**src/hdl/ubdr_consts.vh**
```
// constants for the baud generator and double-speed receiver
`ifndef UBDR_CONSTS_VH
`define UBDR_CONSTS_VH

// register offsets
`define UBDR_ADDR_W          6
`define UBDR_ADDR_DIV_LO     6'h09
`define UBDR_ADDR_DIV_HI     6'h20
`define UBDR_ADDR_CTRL       6'h0B
`define UBDR_ADDR_RXDATA     6'h0C

// reset values
`define UBDR_RST_DIV_LO      8'h00
`define UBDR_RST_DIV_HI      4'h0
`define UBDR_RST_BYTE        8'h00

// control and status field positions
`define UBDR_CTRL_DBL_BIT    1
`define UBDR_CTRL_STOP_BIT   4
`define UBDR_CTRL_DONE_BIT   7

// divisor width and field split
`define UBDR_DIV_W           12
`define UBDR_DIV_HI_W        4

// sampling: last sample index per bit and middle sample per mode
`define UBDR_SPB_NORMAL      4'hF
`define UBDR_SPB_DOUBLE      4'h7
`define UBDR_MID_NORMAL      4'h9
`define UBDR_MID_DOUBLE      4'h5
`define UBDR_SAMPLE_FIRST    4'h1
`define UBDR_CNT_W           4

// character layout
`define UBDR_DATA_BITS       4'h8

`endif

```
**src/hdl/ubdr_core.v**
```verilog
// baud divisor registers, speed select and oversampling receiver
`timescale 1ns/1ps
`default_nettype none
`include "ubdr_consts.vh"

module ubdr_core #(
	parameter DIV_W = `UBDR_DIV_W
) (
	input  wire                    sys_clk,
	input  wire                    resetn,
	input  wire                    clk_en,
	input  wire                    rx_line,
	input  wire [`UBDR_ADDR_W-1:0] addr,
	input  wire [7:0]              wr_data,
	input  wire                    wr_en,
	input  wire                    rd_en,
	output reg  [7:0]              rd_data_q,
	output reg                     sample_tick_q,
	output reg  [7:0]              rx_shift_q,
	output reg                     bit_done_q,
	output reg                     char_done_q
);

	// receiver states
	localparam [1:0] ST_IDLE  = 2'b00;
	localparam [1:0] ST_START = 2'b01;
	localparam [1:0] ST_DATA  = 2'b10;
	localparam [1:0] ST_STOP  = 2'b11;

	// two-of-three vote
	function maj3;
		input a;
		input b;
		input c;
		begin
			maj3 = (a & b) | (a & c) | (b & c);
		end
	endfunction

	// registers seen by software
	reg [7:0]                 baud_divisor_low_q;
	reg [`UBDR_DIV_HI_W-1:0]  baud_divisor_high_q;
	reg                       speed_double_select_q;
	reg                       rx_complete_q;
	reg                       stop_low_q;
	reg [7:0]                 rx_byte_q;

	// receiver state
	reg [1:0]                 state_q;
	reg [`UBDR_CNT_W-1:0]     samp_q;
	reg [`UBDR_CNT_W-1:0]     bits_q;
	reg                       vote_a_q;
	reg                       vote_b_q;

	wire                      tick;
	wire [DIV_W-1:0]          baud_divisor_value;
	wire [`UBDR_CNT_W-1:0]    spb_last;
	wire [`UBDR_CNT_W-1:0]    mid;
	wire [`UBDR_CNT_W-1:0]    mid_lo;
	wire [`UBDR_CNT_W-1:0]    mid_hi;
	wire                      vote;
	wire                      wr_ctrl;
	wire                      set_done;

	assign baud_divisor_value = {baud_divisor_high_q, baud_divisor_low_q};

	// samples per bit and voting window by mode
	assign spb_last = speed_double_select_q ? `UBDR_SPB_DOUBLE : `UBDR_SPB_NORMAL;
	assign mid      = speed_double_select_q ? `UBDR_MID_DOUBLE : `UBDR_MID_NORMAL;
	assign mid_lo   = mid - `UBDR_SAMPLE_FIRST;
	assign mid_hi   = mid + `UBDR_SAMPLE_FIRST;

	// majority of the three window samples
	assign vote     = maj3(vote_a_q, vote_b_q, rx_line);
	assign wr_ctrl  = wr_en && (addr == `UBDR_ADDR_CTRL);
	assign set_done = tick && (state_q == ST_STOP) && (samp_q == mid_hi);

	// one tick per divisor plus one clocks
	// eight ticks per bit in double mode give f/(8(div+1))
	// sixteen ticks per bit in normal mode give f/(16(div+1))
	ubdr_baud_gen #(
		.DIV_W (DIV_W)
	) u_baud_gen (
		.sys_clk (sys_clk),
		.resetn  (resetn),
		.clk_en  (clk_en),
		.divisor (baud_divisor_value),
		.tick_q  (tick)
	);

	// register writes and completion flag
	always @(posedge sys_clk) begin
		if (!resetn) begin
			baud_divisor_low_q    <= `UBDR_RST_DIV_LO;
			baud_divisor_high_q   <= `UBDR_RST_DIV_HI;
			speed_double_select_q <= 1'b0;
			rx_complete_q         <= 1'b0;
		end else if (clk_en) begin
			if (wr_en && (addr == `UBDR_ADDR_DIV_LO)) begin
				baud_divisor_low_q <= wr_data;
			end
			if (wr_en && (addr == `UBDR_ADDR_DIV_HI)) begin
				baud_divisor_high_q <= wr_data[`UBDR_DIV_HI_W-1:0];
			end
			if (wr_ctrl) begin
				speed_double_select_q <= wr_data[`UBDR_CTRL_DBL_BIT];
			end
			// hardware set wins over write-one clear
			if (set_done) begin
				rx_complete_q <= 1'b1;
			end else if (wr_ctrl && wr_data[`UBDR_CTRL_DONE_BIT]) begin
				rx_complete_q <= 1'b0;
			end
		end
	end

	// read data one cycle after the strobe, zero elsewhere
	always @(posedge sys_clk) begin
		if (!resetn) begin
			rd_data_q <= `UBDR_RST_BYTE;
		end else if (clk_en) begin
			rd_data_q <= `UBDR_RST_BYTE;
			if (rd_en) begin
				case (addr)
				`UBDR_ADDR_DIV_LO: begin
					rd_data_q <= baud_divisor_low_q;
				end
				`UBDR_ADDR_DIV_HI: begin
					rd_data_q <= {4'h0, baud_divisor_high_q}; // top bits read zero
				end
				`UBDR_ADDR_CTRL: begin
					rd_data_q <= {rx_complete_q, 2'b00, stop_low_q, 2'b00,
						speed_double_select_q, 1'b0};
				end
				`UBDR_ADDR_RXDATA: begin
					rd_data_q <= rx_byte_q;
				end
				default: begin
					rd_data_q <= `UBDR_RST_BYTE;
				end
				endcase
			end
		end
	end

	// receiver state machine, advanced on sample ticks
	always @(posedge sys_clk) begin
		if (!resetn) begin
			state_q       <= ST_IDLE;
			samp_q        <= {`UBDR_CNT_W{1'b0}};
			bits_q        <= {`UBDR_CNT_W{1'b0}};
			vote_a_q      <= 1'b1;
			vote_b_q      <= 1'b1;
			rx_shift_q    <= `UBDR_RST_BYTE;
			rx_byte_q     <= `UBDR_RST_BYTE;
			stop_low_q    <= 1'b0;
			bit_done_q    <= 1'b0;
			char_done_q   <= 1'b0;
			sample_tick_q <= 1'b0;
		end else if (clk_en) begin
			bit_done_q    <= 1'b0;
			char_done_q   <= 1'b0;
			sample_tick_q <= tick;
			if (tick) begin
				// window samples
				if (samp_q == mid_lo) begin
					vote_a_q <= rx_line;
				end
				if (samp_q == mid) begin
					vote_b_q <= rx_line;
				end
				case (state_q)
				ST_IDLE: begin
					// one low sample marks the start edge
					if (!rx_line) begin
						samp_q  <= `UBDR_SAMPLE_FIRST;
						state_q <= ST_START;
					end
				end
				ST_START: begin
					// two or more high samples reject the start bit
					if ((samp_q == mid_hi) && vote) begin
						state_q <= ST_IDLE;
						samp_q  <= {`UBDR_CNT_W{1'b0}};
					end else if (samp_q == spb_last) begin
						samp_q  <= {`UBDR_CNT_W{1'b0}};
						bits_q  <= {`UBDR_CNT_W{1'b0}};
						state_q <= ST_DATA;
					end else begin
						samp_q <= samp_q + `UBDR_SAMPLE_FIRST;
					end
				end
				ST_DATA: begin
					// shift at the moment the vote is known
					if (samp_q == mid_hi) begin
						rx_shift_q <= {vote, rx_shift_q[7:1]};
						bits_q     <= bits_q + `UBDR_SAMPLE_FIRST;
						bit_done_q <= 1'b1;
					end
					if (samp_q == spb_last) begin
						samp_q <= {`UBDR_CNT_W{1'b0}};
						if (bits_q == `UBDR_DATA_BITS) begin
							state_q <= ST_STOP;
						end
					end else begin
						samp_q <= samp_q + `UBDR_SAMPLE_FIRST;
					end
				end
				ST_STOP: begin
					// stop bit voted the same way
					if (samp_q == mid_hi) begin
						rx_byte_q   <= rx_shift_q;
						stop_low_q  <= ~vote;
						char_done_q <= 1'b1;
						state_q     <= ST_IDLE;
						samp_q      <= {`UBDR_CNT_W{1'b0}};
					end else begin
						samp_q <= samp_q + `UBDR_SAMPLE_FIRST;
					end
				end
				default: begin
					state_q <= ST_IDLE;
				end
				endcase
			end
		end
	end

endmodule
`default_nettype wire

```
**src/hdl/ubdr_baud_gen.v**
```verilog
// sample tick generator dividing the system clock by divisor plus one
`timescale 1ns/1ps
`default_nettype none
`include "ubdr_consts.vh"

module ubdr_baud_gen #(
	parameter DIV_W = `UBDR_DIV_W
) (
	input  wire             sys_clk,
	input  wire             resetn,
	input  wire             clk_en,
	input  wire [DIV_W-1:0] divisor,
	output reg              tick_q
);

	reg [DIV_W-1:0] cnt_q;

	// down counter, tick and reload at zero
	always @(posedge sys_clk) begin
		if (!resetn) begin
			cnt_q  <= {DIV_W{1'b0}};
			tick_q <= 1'b0;
		end else if (clk_en) begin
			if (cnt_q == {DIV_W{1'b0}}) begin
				cnt_q  <= divisor; // any value 0..4095 works
				tick_q <= 1'b1;
			end else begin
				cnt_q  <= cnt_q - {{(DIV_W-1){1'b0}}, 1'b1};
				tick_q <= 1'b0;
			end
		end
	end

endmodule
`default_nettype wire

```
**config.mk**
```make
export PLATFORM = sky130hd
export DESIGN_NAME = ubdr_core
export DESIGN_NICKNAME = d
export VERILOG_FILES = /design/src/hdl/ubdr_core.v /design/src/hdl/ubdr_baud_gen.v
export VERILOG_INCLUDE_DIRS = /design/src /design/src/hdl
export SDC_FILE = /design/constraint.sdc
export NUM_CORES = 1
export LEC_CHECK = 0
export CELL_PAD_IN_SITES_DETAIL_PLACEMENT = 0
export CELL_PAD_IN_SITES_GLOBAL_PLACEMENT = 2
export CORE_UTILIZATION = 39
export DETAILED_ROUTE_END_ITERATION = 8
export DONT_BUFFER_PORTS = 1
export PLACE_DENSITY_LB_ADDON = 0.2
export SYNTH_ARGS = -nofsm -noshare
export SYNTH_HDL_FRONTEND = slang
export SYNTH_SLANG_ARGS = --single-unit
```
**constraint.sdc**
```tcl
create_clock -name sys_clk -period 2.5 [get_ports sys_clk]
set_input_delay 0.5 -clock sys_clk [delete_from_list [all_inputs] [get_ports sys_clk]]
set_output_delay 0.5 -clock sys_clk [all_outputs]
set_load 0.01 [all_outputs]
```
==> results of run 1 <==
-- final cells by class --
| type | count | area (sq um) | area share |
|---|---|---|---|
| Tap cell | 105 | 131 | 0.0355 |
| Multi-Input combinational cell | 261 | 1810 | 0.489 |
| Sequential cell | 67 | 1340 | 0.362 |
| Clock buffer | 9 | 124 | 0.0334 |
| Timing Repair Buffer | 14 | 105 | 0.0284 |
| Inverter | 12 | 45.0 | 0.0122 |
| Clock inverter | 7 | 146 | 0.0395 |
-- sequential cells by signal (all words and copies together) (netlist names), named ones only --
register / count
u_baud_gen.tick_q: 1
state_q: 1
rx_complete_q: 1
rd_data_q: 8
char_done_q: 1
rx_byte_q: 8
bits_q: 4
u_baud_gen.cnt_q: 12
samp_q: 4
baud_divisor_high_q: 4
rx_shift_q: 8
stop_low_q: 1
vote_a_q: 1
baud_divisor_low_q: 8
vote_b_q: 1
bit_done_q: 1
sample_tick_q: 1
speed_double_select_q: 1
-- metal layers --
layer | global-route usage | up-vias | wire, um
met2 | 0.316 | 60 | 3760
met3 | 0.0593 | 7 | 403
met4 | 0.0667 | 0 | 87
met5 | 0 | - | 0
li1 | - | 1329 | -
met1 | 0.275 | 1296 | 3940
-- power by group through the flow --
stage | clock network [mW] | logic, mW | registers, mW
after global routing | 1.30 | 1.23 | 1.33
after global placement | 0 | 1.09 | 1.33
final | 1.22 | 1.10 | 1.31
after CTS | 1.25 | 1.09 | 1.30
after detailed placement | 0 | 1.08 | 1.33
after floorplan | 0 | 0.812 | 1.29
-- cell usage in the layout (no fill, tap or decap), drive strengths merged, types with 3 or more instances in the layout --
cell     Yosys  final
a21oi       12     12
nand2       23     23
nand3       16     16
o21ai       10     10
bufinv       0      4
a222oi       4      4
a2bb2oi      5      5
dfxtp       67     67
mux2         3      3
mux2i       36     36
a211oi       3      3
inv         11     13
a22oi        4      4
and2         5      5
o21a         4      4
nor3        11     11
a32oi        3      3
a31oi        5      5
or3          3      3
or4b         4      4
nand3b       5      5
buf          9     14
nor2        51     51
nor4         3      3
clkbuf      12      9
nand4        5      5
ha           8      8
-- worst paths after layout --
kind,startpoint,to,slack [ns],cells past startpoint
worst min register to register,u_baud_gen.cnt_q[11],u_baud_gen.cnt_q[11],0.48,1
worst min-delay path,resetn,vote_b_q,0.23,1
worst max-delay path,samp_q[0],samp_q[3],0.21,7
worst max register to register,samp_q[0],samp_q[3],0.21,7
-- metrics by stage --
stage	total power, mW	std cells	util	instance area [sq um]	hold slack [ns]
after CTS	3.64	475	0.453	3700	0.211
after global placement	2.42	459	0.420	3430	0.457
after detailed placement	2.40	459	0.420	3430	0.460
after global routing	3.86	475	0.453	3700	0.202
after floorplan	2.10	361	-	3270	0.431
final	3.63	475	0.453	3700	0.226
-- cells by family (layout without fill, tap and decap cells) --
family	count (synthesis)	count (layout)	share of synthesized area
xor+xnor	3	3	0.00803
buf+inv	33	42	0.0417
compound gates	69	69	0.157
simple gates	141	141	0.228
flops	67	67	0.410
fa+ha+maj	9	9	0.0337
mux	39	39	0.122
-- worst max-delay path, cell delays in order (launching register included) --
cell	delay, ns
dfxtp_1	0.42
inv_1	0.11
ha_1	0.27
and4b_1	0.20
o22ai_1	0.20
a22o_2	0.25
or4b_2	0.59
a31oi_1	0.17
==> metrics.md, run 1 <==
| Metric | Value |
|---|---|
| Number of top-level pins | 39 |
| Die W | 93.6 um |
| Initial antenna violation count | 0 |
| Vias | 2,692 |
| Antenna-violating nets left | 0 |
| Flop pwr share | 0.360 |
| N_diodes | 0 |
| Clock Latency Late Sink | between 0.3 and 0.4 ns |
| Clock buffer count from CTS | 9 |
| Post-synth EDFFs | 0 |
| CP Launch Type | flop |
| Share of layout cells above drive strength 1 | 0.122 |
| Worst slew pin tran | 0.582 ns |
| Max Cap Violations | 0 |
| Synthesized instance count | around 360 |
| Min Tclk post-route | 2.29 ns |
| CTS tree | built |
| Clock Tree Root | clkbuf_8 |
| Vias per cell | 5.67 |
| Syn Area/Cell | 9.06 sq um |
| Switching power | 1.20 mW |
| Worst-path fanout max | 7 |
| Setup ws final | 0.213 ns |
| Synth area leader | dfxtp_1 |
| Final #Nets | 393 |
| Site row count | 33 |
| Fill count | 811 |
| Remaining global-route overflow | 0 |
| PwrDens | approximately 1000 nW/um^2 |
| Die area | 8760 sq um |
| Outcome | complete, no violations |
| Part of the power in combinational logic | 0.303 |
| WL final | 8190 um |
| CTS resizes | 0 |
| Pin count of the biggest net entering global routing | 24 |
| Initial core utilization | 0.400 |
| Clock sink count | 67 |
| Area Overhead vs Synth | 13.2% |
| DR WL/cell | 17.2 um |
| Die height | 93.6 um |
| Maximum VDD drop | roughly 0.36 mV |
| Post-synth ARST share | 0 |
| Post-CTS setup buffer count | 0 |
| Sw Share | 0.329 |
| Int Pwr | 2.44 mW |
| P_leak | 1.30 nW |
| Total Routing Usage GR | 0.205 |
| Sequential area share after synthesis | 0.410 |
| Critical Path Sink Type | flop |
| Gp weighted congestion | 0.743 |
| # DRC | 0 |
| Clock power frac | 0.337 |
| Most common flop cell mapped by yosys | dfxtp_1 |
| Slew Limit Fails | 0 |
| First-pass GRT wire length | 13,800 um |
| Hold Path Class | input pin to flop |
| Port bufs | 0 |
| Post-synthesis cell area | 3270 sq um |
| H-Tree Depth | 3 |
| Reg clk slew, reported paths | about 0.080 ns |
| Worst setup path class | flop to flop |
| Library cells used by synthesis | 63 |
| Slew headroom | 0.611 |
| Core area | 8180 sq um |
| Max Clock Freq | 437 MHz |
| CP Data Arrival Time | 2.56 ns |
| Data required, critical path | 2.77 ns |
| Syn nets | 389 |
| Crit share post-route | 0.915 |
| DR pass1 iterations | 4 |
| Top cell types by occurrence after synthesis | dfxtp_1 (67), nor2_1 (51), mux2i_1 (36) |
| Synth Register Bits | 67 |
| Synth top area cells | dfxtp_1 (41%), mux2i_1 (11%), nor2_1 (5.9%), ha_1 (3.1%), nand2_1 (2.6%) |
| Hpwl dp | 5850 um |
| Clock tree skew after final layout | 0.00769 ns |
| Share of the synthesized area in the top cell type | 0.410 |
| 1st-iter DRT viols | 141 |
| Place WS | 0.244 ns |
| Count of final hold-check violations | 0 |
| Most common cell in the netlist | dfxtp_1 |
| Final Setup Violations | 0 |
| Vias in the first global route | ~2.7k |
| RSZ-0062 raised after global routing | false |
| # hold bufs at CTS | 0 |
| Sum Neg Setup Slack | 0 ns |
| Clock Tree Buf Depth | 2 |
| YS warnings | 0 |
(Power assumes the default switching activity.)
==> run 2: changes to the inputs <==
--- a/config.mk
+++ b/config.mk
@@ -6,9 +6,10 @@
 export SDC_FILE = /design/constraint.sdc
 export NUM_CORES = 1
 export LEC_CHECK = 0
+export ABC_AREA = 1
 export CELL_PAD_IN_SITES_DETAIL_PLACEMENT = 0
 export CELL_PAD_IN_SITES_GLOBAL_PLACEMENT = 2
-export CORE_UTILIZATION = 39
+export CORE_UTILIZATION = 35
 export DETAILED_ROUTE_END_ITERATION = 8
 export DONT_BUFFER_PORTS = 1
 export PLACE_DENSITY_LB_ADDON = 0.2
==> metrics.md, run 2 <==
| Metric | Value |
|---|---|
| Outcome | complete, but fails checks (was complete, no violations) |
| Failing checks | design-rule violations |
| First-pass GRT wire length | 14,300 um (was 13,800 um) |
| CTS resizes | 0 (unchanged) |
| Levels on crit path | 8 (was 7) |
| RSZ-0062 raised after global routing | false (unchanged) |
| Storage cell area | 1340 sq um (unchanged) |
| Core area | 8890 sq um (was 8180 sq um) |
| Area Overhead vs Synth | 10.2% (was 13.2%) |
| Max Clock Freq | 609 MHz (was 437 MHz) |
| Clock tree skew after final layout | 0.0116 ns (was 0.00769 ns) |
| Initial core utilization | 0.367 (was 0.400) |
| Hold_ws | 0.240 ns (was 0.226 ns) |
| Vias in the first global route | 2,742 (was 2,656) |
| Die height | 98.5 um (was 93.6 um) |
| Count of final hold-check violations | 0 (unchanged) |
| Design area | 3600 sq um (was 3700 sq um) |
| Total Routing Usage GR | 0.188 (was 0.205) |
| Hold Startpoint | clk_en (was resetn) |
| Most common flop cell mapped by yosys | dfxtp_1 (unchanged) |
| Sum Neg Setup Slack | 0 ns (unchanged) |
| 1st-iter DRT viols | 99 (was 141) |
| Gp weighted congestion | 0.817 (was 0.743) |
| Worst setup path class | flop to flop (unchanged) |
| Worst r2r path cells | 8 (was 7) |
| Crit share post-route | 0.657 (was 0.915) |
| Initial antenna violation count | 0 (unchanged) |
| YS warnings | 0 (unchanged) |
| Most frequent cells in the layout | nand2_1 (85), dfxtp_1 (67), nor2_1 (63) (was dfxtp_1 (67), nor2_1 (51), mux2i_1 (36)) |
| Most common cell in the netlist | nand2_1 (was dfxtp_1) |
| Slew Limit Fails | 0 (unchanged) |
| Clock Tree Buf Depth | 2 (unchanged) |
| Number of top-level pins | 39 (unchanged) |
| Worst path bufs/invs | 3 (was 1) |
| FF-to-FF End | bits_q[1] (was samp_q[3]) |
| Vias per cell | 5.04 (was 5.67) |
| Clock sink count | 67 (unchanged) |
| Antenna-violating nets left | 0 (unchanged) |
| Clock Tree Root | clkbuf_8 (unchanged) |
| CP peak stage delay | 0.34 ns (was 0.59 ns) |
| Die area | 9710 sq um (was 8760 sq um) |
| Crit-path cells | inv_1 -> ha_1 -> nand3_2 -> inv_2 -> nand3_2 -> inv_2 -> nand2_1 -> a21oi_1 (was inv_1 -> ha_1 -> and4b_1 -> o22ai_1 -> a22o_2 -> or4b_2 -> a31oi_1) |
| Slew headroom | 0.472 (was 0.611) |
| Critical-path cell with the highest stage delay | dfxtp_1 (was or4b_2) |
| Final Core Density | 0.404 (was 0.453) |
| PwrDens | 919 nW/um^2 (was 980 nW/um^2) |
| Worst setup path endpoint | bits_q[1] (was samp_q[3]) |
| Commonest non-fill, non-tap cell in the layout | nand2_1 (was dfxtp_1) |
| Final Setup Violations | 0 (unchanged) |
| R2R Setup Slk | 0.86 ns (was 0.21 ns) |
| Clock buffer count from CTS | 9 (unchanged) |
| Pin count of the biggest net entering global routing | 40 (was 24) |
| Vias | 2,879 (was 2,692) |
| Place WS | 0.853 ns (was 0.244 ns) |
| WL final | 8460 um (was 8190 um) |
| Area of the multi-input gates | 1670 sq um (was 1810 sq um) |
| Syn nets | 488 (was 389) |
| Post-synth ARST share | 0 (unchanged) |
| Placed insts | 555 (was 459) |
| Worst setup startpoint | samp_q[0] (unchanged) |
| Share of layout cells above drive strength 1 | 0.0950 (was 0.122) |
| Synthesized instance count | 460 (was 361) |
| Cell family with the largest share of critical-path delay | buffers and inverters (was simple AND/OR/NAND/NOR gates) |
| Library cells used by synthesis | 35 (was 63) |
| Final cell count without fillers | 571 (was 475) |
| Top cell types by occurrence after synthesis | nand2_1 (85), dfxtp_1 (67), nor2_1 (63) (was dfxtp_1 (67), nor2_1 (51), mux2i_1 (36)) |
| Synth top area cells | dfxtp_1 (41%), nand2_1 (9.8%), nor2_1 (7.2%), a21oi_1 (7.2%), o21ai_1 (4.8%) (was dfxtp_1 (41%), mux2i_1 (11%), nor2_1 (5.9%), ha_1 (3.1%), nand2_1 (2.6%)) |
| Total power | 3.31 mW (was 3.63 mW) |
| Port bufs | 0 (unchanged) |
| P_leak | 1.44 nW (was 1.30 nW) |
| Remaining global-route overflow | 0 (unchanged) |
| Site row count | 34 (was 33) |
| Biggest register | u_baud_gen.cnt_q (unchanged) |
| Reg clk slew, reported paths | 0.08 ns (about the same) |
| Share of the synthesized area in the top cell type | 0.411 (was 0.410) |
| Min Tclk post-route | 1.64 ns (was 2.29 ns) |
| Sequential area share after synthesis | 0.411 (was 0.410) |
| DR pass1 iterations | 6 (was 4) |
| Max Cap Violations | 0 (unchanged) |
| # hold bufs at CTS | 0 (unchanged) |
| Hold Path Class | input pin to flop (unchanged) |
| # DRC | 2 (was 0) |
| Clock Latency Late Sink | 0.35 ns (about the same) |
| Worst slew pin tran | 0.791 ns (was 0.582 ns) |
| H-Tree Depth | 3 (unchanged) |
| Max reg flops | 12 (unchanged) |
| CP Data Arrival Time | 1.92 ns (was 2.56 ns) |
| Die W | 98.5 um (was 93.6 um) |
| Synth area leader | dfxtp_1 (unchanged) |
| DR WL/cell | 14.8 um (was 17.2 um) |
| N_diodes | 0 (unchanged) |
| Maximum VDD drop | 0.351 mV (was 0.360 mV) |
| CP Launch Type | flop (unchanged) |
| Syn Area/Cell | 7.09 sq um (was 9.06 sq um) |
| DP Area | 3350 sq um (was 3430 sq um) |
| Synth Register Bits | 67 (unchanged) |
| Final #Nets | 486 (was 393) |
| Post-synthesis cell area | 3260 sq um (was 3270 sq um) |
| Fill count | 967 (was 811) |
| Post-CTS setup buffer count | 0 (unchanged) |
| Post-synth EDFFs | 0 (unchanged) |
| Critical R2R Launch | samp_q[0] (unchanged) |
| Worst-path fanout max | 14 (was 7) |
| Data required, critical path | 2.78 ns (was 2.77 ns) |
| CTS tree | built (unchanged) |
| Hpwl dp | 6160 um (was 5850 um) |
| Critical Path Sink Type | flop (unchanged) |
| Setup ws final | 0.857 ns (was 0.213 ns) |
[run 2: cell types whose count changed after synthesis, sizes merged, moves of 5 or more]
cell and change:
a21oi +36, a2bb2oi -5, and2 -5, inv +38, mux2i -36, nand2 +65, nand3 +16, nor2 +19
nor3 -8, o211ai +6, o21ai +40
[run 2: per-layer routing]
metal	vias to the layer above	share of wire	GRT usage
met4	0	0.0070	0.0586
met5	-	0	0
met2	34	0.46	0.301
li1	1526	-	-
met3	6	0.034	0.0454
met1	1313	0.50	0.249
[run 2: cell type report]
type	count	share of cell area
multi-input combinational	329	0.465
inverter	49	0.0511
tap	108	0.0376
sequential	67	0.373
clock buffer	9	0.0344
timing repair buffer	2	0.00418
clock inverter	7	0.0344
[run 2: worst min path at each step]
stage / endpoint / slack (ns) / cells after the start
2_1_floorplan: stop_low_q / 0.43 / 2
3_3_place_gp: u_baud_gen.cnt_q[9] / 0.46 / 2
3_5_place_dp: u_baud_gen.cnt_q[9] / 0.46 / 2
4_1_cts: u_baud_gen.tick_q / 0.23 / 1
5_1_grt: u_baud_gen.tick_q / 0.22 / 1
6_report: u_baud_gen.tick_q / 0.24 / 1
[run 2: logic make-up (layout without fill, tap and decap cells)]
group	count (synthesis)	in the layout	synth area share
AOI/OAI and AO/OA	115	115	0.192
xor gates and xnor gates	2	2	0.00537
adders and majority gates	8	8	0.0307
buffers and inverters	64	67	0.0760
DFF	67	67	0.411
and+or+nand+nor	204	204	0.285
[run 2: power breakdown]
| part | total [mW] | switching (mW) | leakage [nW] | internal, mW |
|---|---|---|---|---|
| clock network | 1.13 | 0.461 | 0.120 | 0.671 |
| registers | 1.24 | 0.0834 | 0.542 | 1.15 |
| logic | 0.938 | 0.606 | 0.779 | 0.331 |
| total | 3.31 | 1.15 | 1.44 | 2.16 |
